==> src/design/eew_pkg.sv <==
package eew_pkg;

    // ************************************************************
    // clock and device timing
    // ************************************************************
    localparam int CLK_NS = 5;

    // least times round up to whole cycles
    function automatic int nsToCyc(input int ns);
        return (ns + CLK_NS - 1) / CLK_NS;
    endfunction

    localparam int T_WP_NS    = 100;   // write strobe low
    localparam int T_WPH_NS   = 50;    // write strobe high
    localparam int T_ACC_NS   = 120;   // slowest read access
    localparam int T_OEHP_NS  = 150;   // strobe high between polls
    localparam int T_BLC_US   = 150;   // byte load window, longest
    localparam int TWC_STD_MS = 10;
    localparam int TWC_FAST_MS = 3;

    localparam logic [5:0] WP_CYC   = 6'(nsToCyc(T_WP_NS));
    localparam logic [5:0] WPH_CYC  = 6'(nsToCyc(T_WPH_NS));
    localparam logic [5:0] ACC_CYC  = 6'(nsToCyc(T_ACC_NS));
    localparam logic [5:0] OEHP_CYC = 6'(nsToCyc(T_OEHP_NS));
    localparam int BLC_CYC      = T_BLC_US * 1000 / CLK_NS;
    localparam int TWC_STD_CYC  = TWC_STD_MS * 1000000 / CLK_NS;
    localparam int TWC_FAST_CYC = TWC_FAST_MS * 1000000 / CLK_NS;
    localparam int TWC_W        = 22;

    // ************************************************************
    // device geometry
    // ************************************************************
    localparam int ADDR_W     = 15;
    localparam int DATA_W     = 8;
    localparam int PAGE_LSB   = 6;     // page_address_low_bit
    localparam int PAGE_N     = 64;
    localparam int SEQ_N      = 6;
    localparam int TOGGLE_BIT = 6;     // toggle_status_bit

    // ************************************************************
    // register map and fields
    // ************************************************************
    localparam int APB_AW = 12;
    localparam logic [11:0] REG_CTRL    = 12'h000;
    localparam logic [11:0] REG_STAT    = 12'h004;
    localparam logic [11:0] REG_ADDR    = 12'h008;
    localparam logic [11:0] REG_SEQ     = 12'h010;
    localparam logic [11:0] REG_SEQ_END = REG_SEQ + 12'(4 * SEQ_N);
    localparam logic [11:0] REG_BUF     = 12'h100;

    localparam int CTRL_GO   = 0;
    localparam int CTRL_OP   = 1;
    localparam int CTRL_FAST = 3;
    localparam int CTRL_SEL  = 4;
    localparam int CTRL_CNT  = 6;
    localparam int CTRL_SEQ  = 12;
    localparam int STAT_DONE = 1;
    localparam int STAT_ERR  = 2;

    typedef enum logic [1:0] {
        OP_READ  = 2'h0,
        OP_WRITE = 2'h1,
        OP_PROT  = 2'h2,
        OP_CODE  = 2'h3
    } eew_op_e;

    typedef enum logic [1:0] {
        SEL_BOTH = 2'h0,
        SEL_OE   = 2'h1,
        SEL_CE   = 2'h2,
        SEL_ALL  = 2'h3
    } eew_sel_e;

endpackage

==> src/design/eew_cyc_if.sv <==
`timescale 1ns/100ps
interface eew_cyc_if;
    import eew_pkg::*;
    logic        req;
    logic        isWr;
    logic        hold;
    logic [14:0] addr;
    logic [7:0]  wdata;
    eew_sel_e    sel;
    logic        done;
    logic [7:0]  rdata;

    modport ctl (output req, isWr, hold, addr, wdata, sel, input done, rdata);
    modport eng (input req, isWr, hold, addr, wdata, sel, output done, rdata);
endinterface

==> src/design/eew_timer.sv <==
`timescale 1ns/100ps
module eew_timer
    import eew_pkg::*;
#(
    parameter int W = TWC_W
) (
    input  wire logic         clk_sys,
    input  wire logic         arst_n,
    input  wire logic         start,
    input  wire logic [W-1:0] limit,
    output logic              expired
);

    typedef struct packed {
        logic [W-1:0] cnt;
        logic         run;
        logic         exp;
    } eew_tmr_s;

    eew_tmr_s st;
    eew_tmr_s n;

    // free count from start, expiry stays until the next start
    always_comb begin
        n = st;
        if (start) begin
            n.cnt = '0;
            n.run = 1'b1;
            n.exp = 1'b0;
        end else if (st.run) begin
            n.cnt = st.cnt + 1'b1;
            if (st.cnt == limit - 1'b1) begin
                n.run = 1'b0;
                n.exp = 1'b1;
            end
        end
    end

    always_ff @(posedge clk_sys or negedge arst_n) begin
        if (!arst_n) begin
            st <= '0;
        end else begin
            st <= n;
        end
    end

    assign expired = st.exp;
endmodule // eew_timer

==> src/design/eew_strobe.sv <==
`timescale 1ns/100ps
module eew_strobe
    import eew_pkg::*;
(
    input  wire logic        clk_sys,
    input  wire logic        arst_n,
    eew_cyc_if.eng           cyc,
    input  wire logic [7:0]  memDataIn,
    output logic [14:0]      memAddr,
    output logic             memCeN,
    output logic             memOeN,
    output logic             memWeN,
    output logic [7:0]       memDataOut,
    output logic             memDataOe
);

    typedef enum logic [1:0] {
        PH_IDLE  = 2'h0,
        PH_SETUP = 2'h1,
        PH_LOW   = 2'h2,
        PH_HIGH  = 2'h3
    } eew_ph_e;

    typedef struct packed {
        eew_ph_e     ph;
        logic [5:0]  cnt;
        logic        isWr;
        eew_sel_e    sel;
        logic [14:0] addr;
        logic [7:0]  dOut;
        logic        dOe;
        logic        ceN;
        logic        oeN;
        logic        weN;
        logic [7:0]  rdata;
        logic        done;
    } eew_eng_s;

    eew_eng_s st;
    eew_eng_s n;
    logic     act;
    logic     held;

    // ************************************************************
    // one pin cycle: setup, strobe low, strobe high
    // ************************************************************
    always_comb begin
        n = st;
        n.done = 1'b0;
        unique case (st.ph)
            PH_IDLE: if (cyc.req) begin
                n.ph   = PH_SETUP;
                n.isWr = cyc.isWr;
                n.sel  = cyc.sel;
                n.addr = cyc.addr;    // address_top_bit..address_bottom_bit
                n.dOut = cyc.wdata;   // polling_status_bit..data_line_low
            end
            PH_SETUP: begin
                n.ph  = PH_LOW;
                n.cnt = st.isWr ? WP_CYC - 6'h1 : ACC_CYC - 6'h1;
            end
            PH_LOW: if (st.cnt == 6'h0) begin
                n.ph    = PH_HIGH;
                n.cnt   = st.isWr ? WPH_CYC - 6'h1 : OEHP_CYC - 6'h1;
                n.rdata = memDataIn;  // sampled after full access time
            end else begin
                n.cnt = st.cnt - 6'h1;
            end
            PH_HIGH: if (st.cnt == 6'h0) begin
                n.ph   = PH_IDLE;
                n.done = 1'b1;
            end else begin
                n.cnt = st.cnt - 6'h1;
            end
        endcase
        // strobes follow the next phase so they leave a flop clean
        act  = n.ph == PH_LOW;
        held = n.ph != PH_IDLE || cyc.hold;
        if (n.isWr) begin
            n.weN = !act;
            n.ceN = !act;
            n.oeN = 1'b1;
        end else begin
            n.weN = 1'b1;
            n.oeN = !((n.sel != SEL_CE) ? act : held);
            n.ceN = !((n.sel != SEL_OE) ? act : held);
        end
        n.dOe = n.isWr && n.ph != PH_IDLE;
    end

    always_ff @(posedge clk_sys or negedge arst_n) begin
        if (!arst_n) begin
            st     <= '0;
            st.ceN <= 1'b1;
            st.oeN <= 1'b1;
            st.weN <= 1'b1;
        end else begin
            st <= n;
        end
    end

    assign memAddr    = st.addr;
    assign memCeN     = st.ceN;
    assign memOeN     = st.oeN;
    assign memWeN     = st.weN;
    assign memDataOut = st.dOut;
    assign memDataOe  = st.dOe;
    assign cyc.done   = st.done;
    assign cyc.rdata  = st.rdata;

    // ************************************************************
    // checks
    // ************************************************************
    localparam int WP_N = WP_CYC;
endmodule // eew_strobe

==> src/design/eew_ctrl.sv <==
// Decided for this implementation: the APB slave port and the register addresses.
`timescale 1ns/100ps
module eew_ctrl
    import eew_pkg::*;
#(
    parameter int TWC_STD  = TWC_STD_CYC,
    parameter int TWC_FAST = TWC_FAST_CYC
) (
    input  wire logic        clk_sys,
    input  wire logic        arst_n,
    input  wire logic        psel,
    input  wire logic        penable,
    input  wire logic        pwrite,
    input  wire logic [11:0] paddr,
    input  wire logic [31:0] pwdata,
    output logic [31:0]      prdata,
    output logic             pready,
    output logic             pslverr,
    output logic [14:0]      memAddr,
    output logic             memCeN,
    output logic             memOeN,
    output logic             memWeN,
    input  wire logic [7:0]  memDataIn,
    output logic [7:0]       memDataOut,
    output logic             memDataOe
);

    // ************************************************************
    // state
    // ************************************************************
    typedef enum logic [2:0] {
        ST_IDLE = 3'h0,
        ST_SEQ  = 3'h1,
        ST_DATA = 3'h2,
        ST_POLL = 3'h3,
        ST_READ = 3'h4
    } eew_fsm_e;

    typedef struct packed {
        eew_fsm_e                       fsm;
        eew_op_e                        op;
        logic                           fast;
        eew_sel_e                       sel;
        logic [5:0]                     cnt;
        logic [2:0]                     seqLen;
        logic [ADDR_W-1:0]              addr;
        logic [SEQ_N-1:0][22:0]         seq;
        logic [PAGE_N-1:0][DATA_W-1:0]  pbuf;
        logic [6:0]                     idx;
        logic [2:0]                     seqIdx;
        logic                           inFlight;
        logic                           req;
        logic                           curWr;
        logic [ADDR_W-1:0]              curAddr;
        logic [DATA_W-1:0]              curData;
        logic [ADDR_W-1:0]              pollAddr;
        logic                           prevBit;
        logic                           havePrev;
        logic                           tmrStart;
        logic                           done;
        logic                           err;
        logic [DATA_W-1:0]              rdByte;
        logic [15:0]                    gap;
        logic [31:0]                    prdata;
        logic                           pready;
        logic                           pslverr;
    } eew_top_s;

    eew_top_s          st;
    eew_top_s          n;
    logic              busy;
    logic              wrEn;
    logic              launch;
    logic              tmrExp;
    logic [TWC_W-1:0]  tmrLimit;
    logic [6:0]        lastIdx;

    eew_cyc_if cyc ();

    // ************************************************************
    // address decode helpers
    // ************************************************************
    function automatic logic seqHit(input logic [11:0] a);
        return a[1:0] == 2'h0 && a >= REG_SEQ && a < REG_SEQ_END;
    endfunction

    function automatic logic [2:0] seqIdxOf(input logic [11:0] a);
        return 3'((a - REG_SEQ) >> 2);
    endfunction

    function automatic logic bufHit(input logic [11:0] a);
        return a[11:8] == REG_BUF[11:8] && a[1:0] == 2'h0;
    endfunction

    function automatic logic mapped(input logic [11:0] a);
        return a == REG_CTRL || a == REG_STAT || a == REG_ADDR || seqHit(a) || bufHit(a);
    endfunction

    function automatic logic [31:0] rdWord(input logic [11:0] a);
        logic [31:0] w;
        w = 32'h0;
        if (a == REG_CTRL) begin
            w = {17'h0, st.seqLen, st.cnt, st.sel, st.fast, st.op, 1'b0};
        end else if (a == REG_STAT) begin
            w = {16'h0, st.rdByte, 5'h0, st.err, st.done, busy};
        end else if (a == REG_ADDR) begin
            w = {17'h0, st.addr};
        end else if (seqHit(a)) begin
            w = {9'h0, st.seq[seqIdxOf(a)]};
        end else if (bufHit(a)) begin
            w = {24'h0, st.pbuf[a[7:2]]};
        end
        return w;
    endfunction

    assign busy     = st.fsm != ST_IDLE;
    assign wrEn     = psel && penable && pwrite && st.pready;
    assign launch   = wrEn && paddr == REG_CTRL && pwdata[CTRL_GO] && !busy;
    assign tmrLimit = st.fast ? TWC_W'(TWC_FAST) : TWC_W'(TWC_STD);
    assign lastIdx  = {1'b0, st.cnt} + 7'h1;

    // ************************************************************
    // bus slave and command sequencer
    // ************************************************************
    always_comb begin
        n = st;
        n.req      = 1'b0;
        n.tmrStart = 1'b0;
        // zero wait states: answer prepared in the setup cycle
        n.pready  = psel && !penable;
        n.prdata  = 32'h0;
        n.pslverr = 1'b0;
        if (psel && !penable) begin
            n.prdata  = pwrite ? 32'h0 : rdWord(paddr);
            n.pslverr = !mapped(paddr);
        end
        // status clear first, so a same-cycle hardware set wins
        if (wrEn && paddr == REG_STAT) begin
            if (pwdata[STAT_DONE]) n.done = 1'b0;
            if (pwdata[STAT_ERR]) n.err = 1'b0;
        end
        // config is frozen while a command runs
        if (wrEn && !busy) begin
            if (paddr == REG_CTRL) begin
                n.op     = eew_op_e'(pwdata[CTRL_OP+:2]);
                n.fast   = pwdata[CTRL_FAST];
                n.sel    = eew_sel_e'(pwdata[CTRL_SEL+:2]);
                n.cnt    = pwdata[CTRL_CNT+:6];
                n.seqLen = pwdata[CTRL_SEQ+:3];
            end
            if (paddr == REG_ADDR) n.addr = pwdata[ADDR_W-1:0];
            if (seqHit(paddr)) n.seq[seqIdxOf(paddr)] = pwdata[22:0];
            if (bufHit(paddr)) n.pbuf[paddr[7:2]] = pwdata[DATA_W-1:0];
        end
        // time since the last byte ended, so a stalled engine trips the load window
        n.gap = (st.fsm == ST_DATA && !cyc.done) ? st.gap + 16'h1 : 16'h0;

        unique case (st.fsm)
            ST_IDLE: if (launch) begin
                n.idx      = 7'h0;
                n.seqIdx   = 3'h0;
                n.havePrev = 1'b0;
                unique case (eew_op_e'(pwdata[CTRL_OP+:2]))
                    OP_READ:  n.fsm = ST_READ;
                    OP_WRITE: n.fsm = ST_DATA;
                    OP_PROT:  n.fsm = ST_SEQ;
                    OP_CODE:  n.fsm = ST_SEQ;
                endcase
            end
            ST_SEQ: if (cyc.done) begin
                n.inFlight = 1'b0;
                n.seqIdx   = st.seqIdx + 3'h1;
            end else if (!st.inFlight) begin
                if (st.seqIdx >= st.seqLen) begin
                    // code alone still ends in a write period
                    n.fsm      = (st.op == OP_CODE) ? ST_POLL : ST_DATA;
                    n.tmrStart = st.op == OP_CODE;
                end else begin
                    n.req      = 1'b1;       // supplied command writes
                    n.inFlight = 1'b1;
                    n.curWr    = 1'b1;
                    n.curAddr  = st.seq[st.seqIdx][22:8];
                    n.curData  = st.seq[st.seqIdx][7:0];
                    n.pollAddr = st.seq[st.seqIdx][22:8];
                end
            end
            ST_DATA: if (cyc.done) begin
                n.inFlight = 1'b0;
                n.idx      = st.idx + 7'h1;
            end else if (!st.inFlight) begin
                if (st.idx == lastIdx) begin
                    n.fsm      = ST_POLL;   // all cnt+1 loaded bytes in one write
                    n.tmrStart = 1'b1;
                end else begin
                    // page bits held, only the byte offset moves
                    n.req      = 1'b1;
                    n.inFlight = 1'b1;
                    n.curWr    = 1'b1;
                    n.curAddr  = {st.addr[ADDR_W-1:PAGE_LSB], st.idx[PAGE_LSB-1:0]};
                    n.curData  = st.pbuf[st.idx[PAGE_LSB-1:0]];
                    n.pollAddr = n.curAddr;
                end
            end
            ST_POLL: if (cyc.done) begin
                n.inFlight = 1'b0;
                // equal successive bits mean the timer stopped
                if (st.havePrev && cyc.rdata[TOGGLE_BIT] == st.prevBit) begin
                    n.fsm    = ST_IDLE;
                    n.done   = 1'b1;
                    n.rdByte = cyc.rdata;
                end else begin
                    n.prevBit  = cyc.rdata[TOGGLE_BIT];
                    n.havePrev = 1'b1;
                end
            end else if (!st.inFlight) begin
                // expiry left over from the last command still stands in the start cycle
                if (tmrExp && !st.tmrStart) begin
                    n.fsm = ST_IDLE;   // no end seen in the longest write
                    n.err = 1'b1;
                end else begin
                    n.req      = 1'b1;
                    n.inFlight = 1'b1;
                    n.curWr    = 1'b0;
                    n.curAddr  = st.pollAddr;
                end
            end
            ST_READ: if (cyc.done) begin
                n.inFlight = 1'b0;
                n.fsm      = ST_IDLE;
                n.done     = 1'b1;
                n.rdByte   = cyc.rdata;
            end else if (!st.inFlight) begin
                n.req      = 1'b1;
                n.inFlight = 1'b1;
                n.curWr    = 1'b0;
                n.curAddr  = st.addr;
            end
            default: n.fsm = ST_IDLE;
        endcase
    end

    always_ff @(posedge clk_sys or negedge arst_n) begin
        if (!arst_n) begin
            st <= '0;
        end else begin
            st <= n;
        end
    end

    // ************************************************************
    // pin engine and write timer
    // ************************************************************
    assign cyc.req   = st.req;
    assign cyc.isWr  = st.curWr;
    assign cyc.hold  = st.fsm == ST_POLL;  // keeps the unpulsed strobe low
    assign cyc.addr  = st.curAddr;
    assign cyc.wdata = st.curData;
    assign cyc.sel   = st.sel;

    eew_strobe u_strobe (
        .clk_sys    (clk_sys),
        .arst_n     (arst_n),
        .cyc        (cyc.eng),
        .memDataIn  (memDataIn),
        .memAddr    (memAddr),
        .memCeN     (memCeN),
        .memOeN     (memOeN),
        .memWeN     (memWeN),
        .memDataOut (memDataOut),
        .memDataOe  (memDataOe)
    );

    eew_timer #(
        .W (TWC_W)
    ) u_tmr (
        .clk_sys (clk_sys),
        .arst_n  (arst_n),
        .start   (st.tmrStart),
        .limit   (tmrLimit),
        .expired (tmrExp)
    );

    assign prdata  = st.prdata;
    assign pready  = st.pready;
    assign pslverr = st.pslverr;
endmodule // eew_ctrl

==> config.mk <==
export PLATFORM = sky130hd
export DESIGN_NAME = eew_ctrl
export DESIGN_NICKNAME = d
export VERILOG_FILES = /design/src/design/eew_pkg.sv /design/src/design/eew_cyc_if.sv /design/src/design/eew_timer.sv /design/src/design/eew_strobe.sv /design/src/design/eew_ctrl.sv
export SDC_FILE = /design/constraint.sdc
export NUM_CORES = 2
export LEC_CHECK = 0
export BUFFER_PORTS_ARGS = -buffer_cell sky130_fd_sc_hd__buf_2
export CORE_UTILIZATION = 45
export CTS_CLUSTER_SIZE = 8
export DETAILED_ROUTE_END_ITERATION = 12
export GPL_ROUTABILITY_DRIVEN = 0
export HOLD_SLACK_MARGIN = 0.02
export SYNTH_ARGS = -nofsm -noshare
export SYNTH_HDL_FRONTEND = slang
export SYNTH_SLANG_ARGS = --single-unit
==> constraint.sdc <==
create_clock -name clk_sys -period 5.02 [get_ports clk_sys]
set_input_delay 0.502 -clock clk_sys [delete_from_list [all_inputs] [get_ports clk_sys]]
set_output_delay 0.502 -clock clk_sys [all_outputs]
set_load 0.01 [all_outputs]
## Word level (Yosys, flattened, before mapping)

Cells that the tools add are included.
Widths: inputs -> output; s select.

| operators by class | value |
|---|---|
| $add $sub $neg | 7 |
| magnitude comparators | 9 |
| equal/unequal tests | 44 |
| multiplexer cells | 105 |
| bitwise logic cells | 1 |
| reduce and logical (&&, ||, !) cells | 63 |

Operators by type and width:

| kind | number |
|---|---|
| $bwmux 512 | 1 |
| $mux 41 | 4 |
| $mux 23 | 7 |
| $bmux 23 s3 | 2 |
| $bwmux 138 | 1 |
| $bmux 8 s6 | 2 |
| $mux 40 | 2 |
| $pmux 18 s4 | 1 |
| $demux 23 s3 | 1 |
| $mux 32 | 2 |
| $mux 8 | 7 |
| $mux 26 | 2 |
| $mux 17 | 3 |
| $demux 8 s6 | 1 |
| $mux 24 | 2 |
| $pmux 23 s2 | 1 |
| $mux 3 | 15 |
| $mux 18 | 2 |
| $ne 2x2->1 const B | 18 |
| $mux 1 | 28 |
| $add 22x1->22 const B | 1 |
| $eq 22x22->1 | 1 |
| $sub 21x1->22 const B | 1 |
| $mux 21 | 1 |
| other kinds (55) | 123 |

| storage, ports and cells | value |
|---|---|
| register bits after elaboration | 851 |
| input port bits | 57 |
| output and inout bits | 61 |
| logic and storage cells | 338 |

## Longest topological paths before layout

| logic depth | value |
|---|---|
| word-level depth | 9 |
| gate-level depth with buffers | 13 |
| depth with buffers taken out | 9 |

## By module

Synthesis repeated with hierarchy kept, for this count alone.

| second synthesis, totals | value |
|---|---|
| cell total of the unflattened synthesis | 3310 |
| area, all modules | 45272.2 um^2 |

Modules (own cells, without submodules):

| module | instances | cells each | area each (um^2) | seq. area each (um^2) |
|---|---|---|---|---|
| eew_ctrl | 1 | 2914 | 41158.2 | 19293.5 |
| eew_strobe | 1 | 174 | 2220.9 | 1179.9 |
| eew_timer | 1 | 222 | 1893.1 | 600.6 |

## Worst setup path before layout

Ideal clock, no wire load.

| timing | value |
|---|---|
| kind | flip-flop to flip-flop |
| start point | register st[104] (netlist name) |
| end point | register st, in the netlist cyc.addr[11] |
| library setup time | 126 ps |
| arrival time | 3683 ps |
| required time | 4894 ps |
| path slack | 1211 ps |
| cell stages (with the launch flop) | 14 |
| path buffers | 5 |
| clock period less this slack | 3809 ps |
| cells stage by stage | dfrtp_1 clkbuf_1 buf_2 buf_2 buf_1 inv_1 ha_1 nand2b_1 a21o_1 a211oi_1 o31ai_1 a21boi_1 clkbuf_1 a221o_1 |

| between the ends | value |
|---|---|
| cells in the longest elaborated chain, start to end | 6 |
| elaborated cells between the ends (all ways) | 9 |
| those cells by class | order compare: 1; eq/ne: 1; mux: 6; reduce/logical: 1 |

Ends and longest elaborated chain:

| item | RTL line | RTL |
|---|---|---|
| from (decl) | eew_ctrl.sv:69 | `eew_top_s st;` |
| from (signal assigned) | eew_ctrl.sv:246 | `st <= n;` |
| $bmux 23 s3 | eew_ctrl.sv:182 | `n.curAddr = st.seq[st.seqIdx][22:8];` |
| $mux 23 (implied by the code) | eew_ctrl.sv:182 |  |
| $mux 41 | eew_ctrl.sv:174 | `if (st.seqIdx >= st.seqLen) begin` |
| $mux 41 | eew_ctrl.sv:173 | `end else if (!st.inFlight) begin` |
| $mux 40 | eew_ctrl.sv:170 | `ST_SEQ: if (cyc.done) begin` |
| $pmux 18 s4 | eew_ctrl.sv:158 | `unique case (st.fsm)` |

Several ways; a longest one is shown, not always the timed one. The select of a mux whose other input is x is not followed.
A chain may end at the register's enable or synchronous reset.

## Worst setup path in the final report

| timing | value |
|---|---|
| start point | register st[107] (netlist name) |
| end point | register st, in the netlist cyc.wdata[2] |

| between the ends | value |
|---|---|
| cells in the longest elaborated chain, start to end | 6 |
| elaborated cells between the ends (all ways) | 9 |
| those cells by class | eq/ne: 2; mux: 6; reduce/logical: 1 |

Ends and longest elaborated chain:

| item | RTL line | RTL |
|---|---|---|
| $bmux 8 s6 | eew_ctrl.sv:200 | `n.curData = st.pbuf[st.idx[PAGE_LSB-1:0]];` |
| $mux 8 (implied by the code) | eew_ctrl.sv:200 |  |
| $mux 41 | eew_ctrl.sv:191 | `if (st.idx == lastIdx) begin` |
| $mux 41 | eew_ctrl.sv:190 | `end else if (!st.inFlight) begin` |
| $mux 40 | eew_ctrl.sv:187 | `ST_DATA: if (cyc.done) begin` |
| $pmux 23 s2 | eew_ctrl.sv:158 |  |

Several ways; a longest one is shown, not always the timed one. The select of a mux whose other input is x is not followed.

==> results.json <==
{
  "synthAdderAreaFrac_pct": 0.225,
  "synth_xor_area_share_pct": 0.649,
  "power.leakage_nw": 23.0,
  "portBuffers": 99,
  "whs_endpoint": "u_strobe.cyc.rdata[3]$_DFFE_PN0P_",
  "routed.top_layer": "met5",
  "final-hold-violation-count": 0,
  "fmaxAchievable_mhz": 284,
  "clkTransAtPathRegs_ns": 0.05,
  "switchingPower_mw": 4.70,
  "required_ns": 5.56,
  "r2r-end": "cyc.wdata[2]$_DFFE_PN0P_",
  "grt_pass1_vias": 30700,
  "dieArea_mm2": 0.100,
  "h-tree-depth": 3,
  "fin_crit_ns": 3.52,
  "rsz0062_at_grt": "false",
  "dpl_worst_slack_ns": 1.12,
  "drive_above_1_share_pct": 42.2,
  "synth_mux_area_share_pct": 35.4,
  "combPwrFrac_pct": 14.1,
  "synth.area.top_cells": "dfrtp_1 (47%), mux2_2 (18%), mux4_2 (12%)",
  "yosysTopAreaCell": "dfrtp_1",
  "cp.arrival_ns": 4.05,
  "ys_ff_latch": 842,
  "start_util_pct": 45.3,
  "layout_setup_ws_ns": 1.50,
  "drt_first_pass_iters": 7,
  "r2r_start": "st[107]$_DFFE_PN0P_",
  "place_area_mm2": 0.0460,
  "synth_top_family_by_area": "multiplexers",
  "clock_skew_ns": 0.0309,
  "finalSetupTns_ns": 0,
  "async_reset_ff_share_pct": 100,
  "die_w_um": 317,
  "swShare_pct": 28.1,
  "post_cts_buffers": 0,
  "regToRegSetupSlack_ns": 1.50,
  "hold_path.startpoint": "memDataIn[3]",
  "diodes": 0,
  "cts_tree": "done",
  "die_y_um": 317,
  "grt_max_degree": 148,
  "detail-route-antenna-nets": 0,
  "clockRootBuffer": "clkbuf_16",
  "path_class": "reg -> reg",
  "clk_path_buf_depth": 3,
  "antenna_found_initial": 2,
  "area_growth_pct": 10.6,
  "reg2reg_depth": 7,
  "seq_area_frac_synth_pct": 47.3,
  "hold_depth": 2,
  "hold-worst-slack_ns": 0.0508,
  "grt_pass1_wl_mm": 204,
  "synth_flop_cell": "dfrtp_1",
  "num_io_pins": 118,
  "viasPerCell": 6.43,
  "synth_compound_area_share_pct": 6.40,
  "synth_cell_types": 92,
  "synth_warnings": 0,
  "setup_viol": 0,
  "powerDensity_mw_per_mm2": 340,
  "syn_avg_cell_area_um2": 13.5,
  "synth_enable_flop_cells": 0,
  "row_count": 115,
  "final_nets": 3370,
  "max_slew.worst_pin.slew_ns": 1.35,
  "slew_headroom_pct": 9.62,
  "clkSinkCount": 842,
  "clock_power_share_pct": 42.1,
  "synthCells": 3302,
  "route.detailed.drc": 0,
  "fin_area_mm2": 0.0492,
  "synth_top_area_share_pct": 47.1,
  "internal_power_mw": 12.0,
  "run_status": "completed",
  "dp_hpwl_mm": 90.1,
  "slew_viol_final": 0,
  "wl_met2_mm": 64.0,
  "synth_area_mm2": 0.0445,
  "clkLatencyLatePin_ns": 0.70,
  "yosys.area_share.simple_pct": 6.49,
  "core_area_mm2": 0.0983,
  "start_kind": "register",
  "cp-end-kind": "register",
  "grt_util_all_layers_pct": 27.4,
  "cts_buffers": 115,
  "met1_length_mm": 55.8,
  "hp-class": "in -> reg",
  "vias": 29800,
  "drt_iter0_markers": 3056,
  "p_seq_share_pct": 43.8,
  "dr_wl_met3_mm": 8.73,
  "fin_crit_sh_pct": 70.0,
  "overflow": 0,
  "vdd_drop_max_mv": 0.256,
  "crit_fanout": 57,
  "cap_violations": 0,
  "detail_route.wl_per_cell_um": 29.4,
  "totalWireLength_mm": 136
}
==> critical path, stage by stage (launching register included) <==
cell,delay (ns)
dfrtp_4,0.95
buf_12,0.49
mux4_2,0.59
o22ai_1,0.63
nor2_1,0.15
a2bb2oi_1,0.22
nand4_1,0.15
o21ai_0,0.11
==> state kept, by name (all words and copies together), names as in the netlist, 2 cells and up <==
register	cells
st	719
prdata	23
u_tmr.st	23
cyc.addr	15
u_strobe.memAddr	15
u_strobe.st	11
cyc.wdata	8
u_strobe.cyc.rdata	8
u_strobe.memDataOut	8
cyc.sel	2
==> cell usage in the layout, fill, tap and decap left out, drive strengths merged, types with 9 or more instances in the layout <==
master | Yosys | routed
mux4 | 241 | 241
a31o | 12 | 12
and3 | 11 | 11
a221oi | 18 | 18
dfrtp | 839 | 839
a211oi | 14 | 14
xnor2 | 13 | 13
clkbuf | 152 | 148
o21ai | 46 | 46
a221o | 11 | 11
o22ai | 38 | 38
nor2 | 195 | 195
nand3 | 67 | 67
or3 | 14 | 14
a22oi | 94 | 94
conb | 1 | 9
nor2b | 12 | 12
xor2 | 20 | 20
nand4 | 21 | 21
a22o | 21 | 21
inv | 18 | 21
nor3 | 28 | 28
buf | 164 | 188
mux2i | 188 | 188
a21oi | 61 | 61
mux2 | 748 | 748
nand2 | 107 | 107
==> worst max-delay path by stage <==
stage | startpoint | endpoint | slack (ns)
5_1_grt | st[107]$_DFFE_PN0P_ | cyc.wdata[2]$_DFFE_PN0P_ | 1.33
3_5_place_dp | paddr[2] | prdata[1]$_DFF_PN0_ | 1.12
2_1_floorplan | st[104]$_DFFE_PN0P_ | cyc.addr[11]$_DFFE_PN0P_ | 1.21
6_report | st[107]$_DFFE_PN0P_ | cyc.wdata[2]$_DFFE_PN0P_ | 1.50
3_3_place_gp | paddr[2] | prdata[3]$_DFF_PN0_ | 1.12
4_1_cts | st[107]$_DFFE_PN0P_ | cyc.wdata[2]$_DFFE_PN0P_ | 1.46
==> power groups by stage <==
stage               logic (mW)  clock network [mW]  registers, mW
floorplan                 1.74                   0           7.19
global placement          2.32                   0           7.44
detailed placement        2.37                   0           7.45
CTS                       2.38                7.18           7.33
global route              2.54                7.47           7.36
finish                    2.36                7.04           7.34
==> final cells by class <==
| class | count | area [um^2] |
|---|---|---|
| Clock buffer | 148 | 3070 |
| Clock inverter | 5 | 58.8 |
| Fill cell | 8450 | 49000 |
| Inverter | 18 | 67.6 |
| Multi-Input combinational cell | 2134 | 22000 |
| Sequential cell | 842 | 21100 |
| Tap cell | 1287 | 1610 |
| Timing Repair Buffer | 194 | 1380 |
==> routing by layer <==
layer	global-route usage (%)	vias to the layer above
met1	36.2	15900
met4	13.6	2
met5	0	-
li1	-	12400
met2	43.4	1150
met3	5.16	319
==> cells in the mapped netlist, types with 8 or more instances <==
library cell	instances
o22ai_1	38
nor2_4	26
o21ai_0	45
a22oi_1	94
buf_1	46
clkbuf_1	152
xor2_1	20
a221o_1	11
nor2_1	159
nand2_2	35
nand3_1	64
nand2_1	72
buf_2	58
nor3_1	27
dfrtp_1	839
mux2_4	8
and3_1	11
mux4_2	241
nor2b_1	12
a31o_2	12
a221oi_1	18
nand2b_1	8
mux2_2	730
a21oi_1	61
nor2_8	8
nand4_1	21
xnor2_1	13
mux2i_1	188
inv_1	17
a22o_1	21
or3_1	12
mux2_1	10
buf_4	58
ha_1	8
a211oi_1	14
==> per-stage QoR <==
step	util, %	instances	power (mW)
3_3_place_gp	46.9	4469	9.76
4_1_cts	50.1	4628	16.9
5_1_grt	50.1	4628	17.4
2_1_floorplan	-	3310	8.94
6_report	50.1	4628	16.7
3_5_place_dp	46.9	4469	9.82
==> what timing repair did <==
action,in CTS,in global routing
resized for setup,0,0
hold endpoints to repair,92,0
hold buffers,6,0
==> cells by family after synthesis <==
| logic type | Yosys count |
|---|---|
| multiplexers | 1177 |
| AO/OA/AOI/OAI | 395 |
| XOR/XNOR | 33 |
| flip-flops | 842 |
| adder cells (fa/ha/maj) | 8 |
| buffers and inverters | 334 |
| other | 1 |
| AND/OR/NAND/NOR | 512 |
Power figures use the tool's default switching activity.
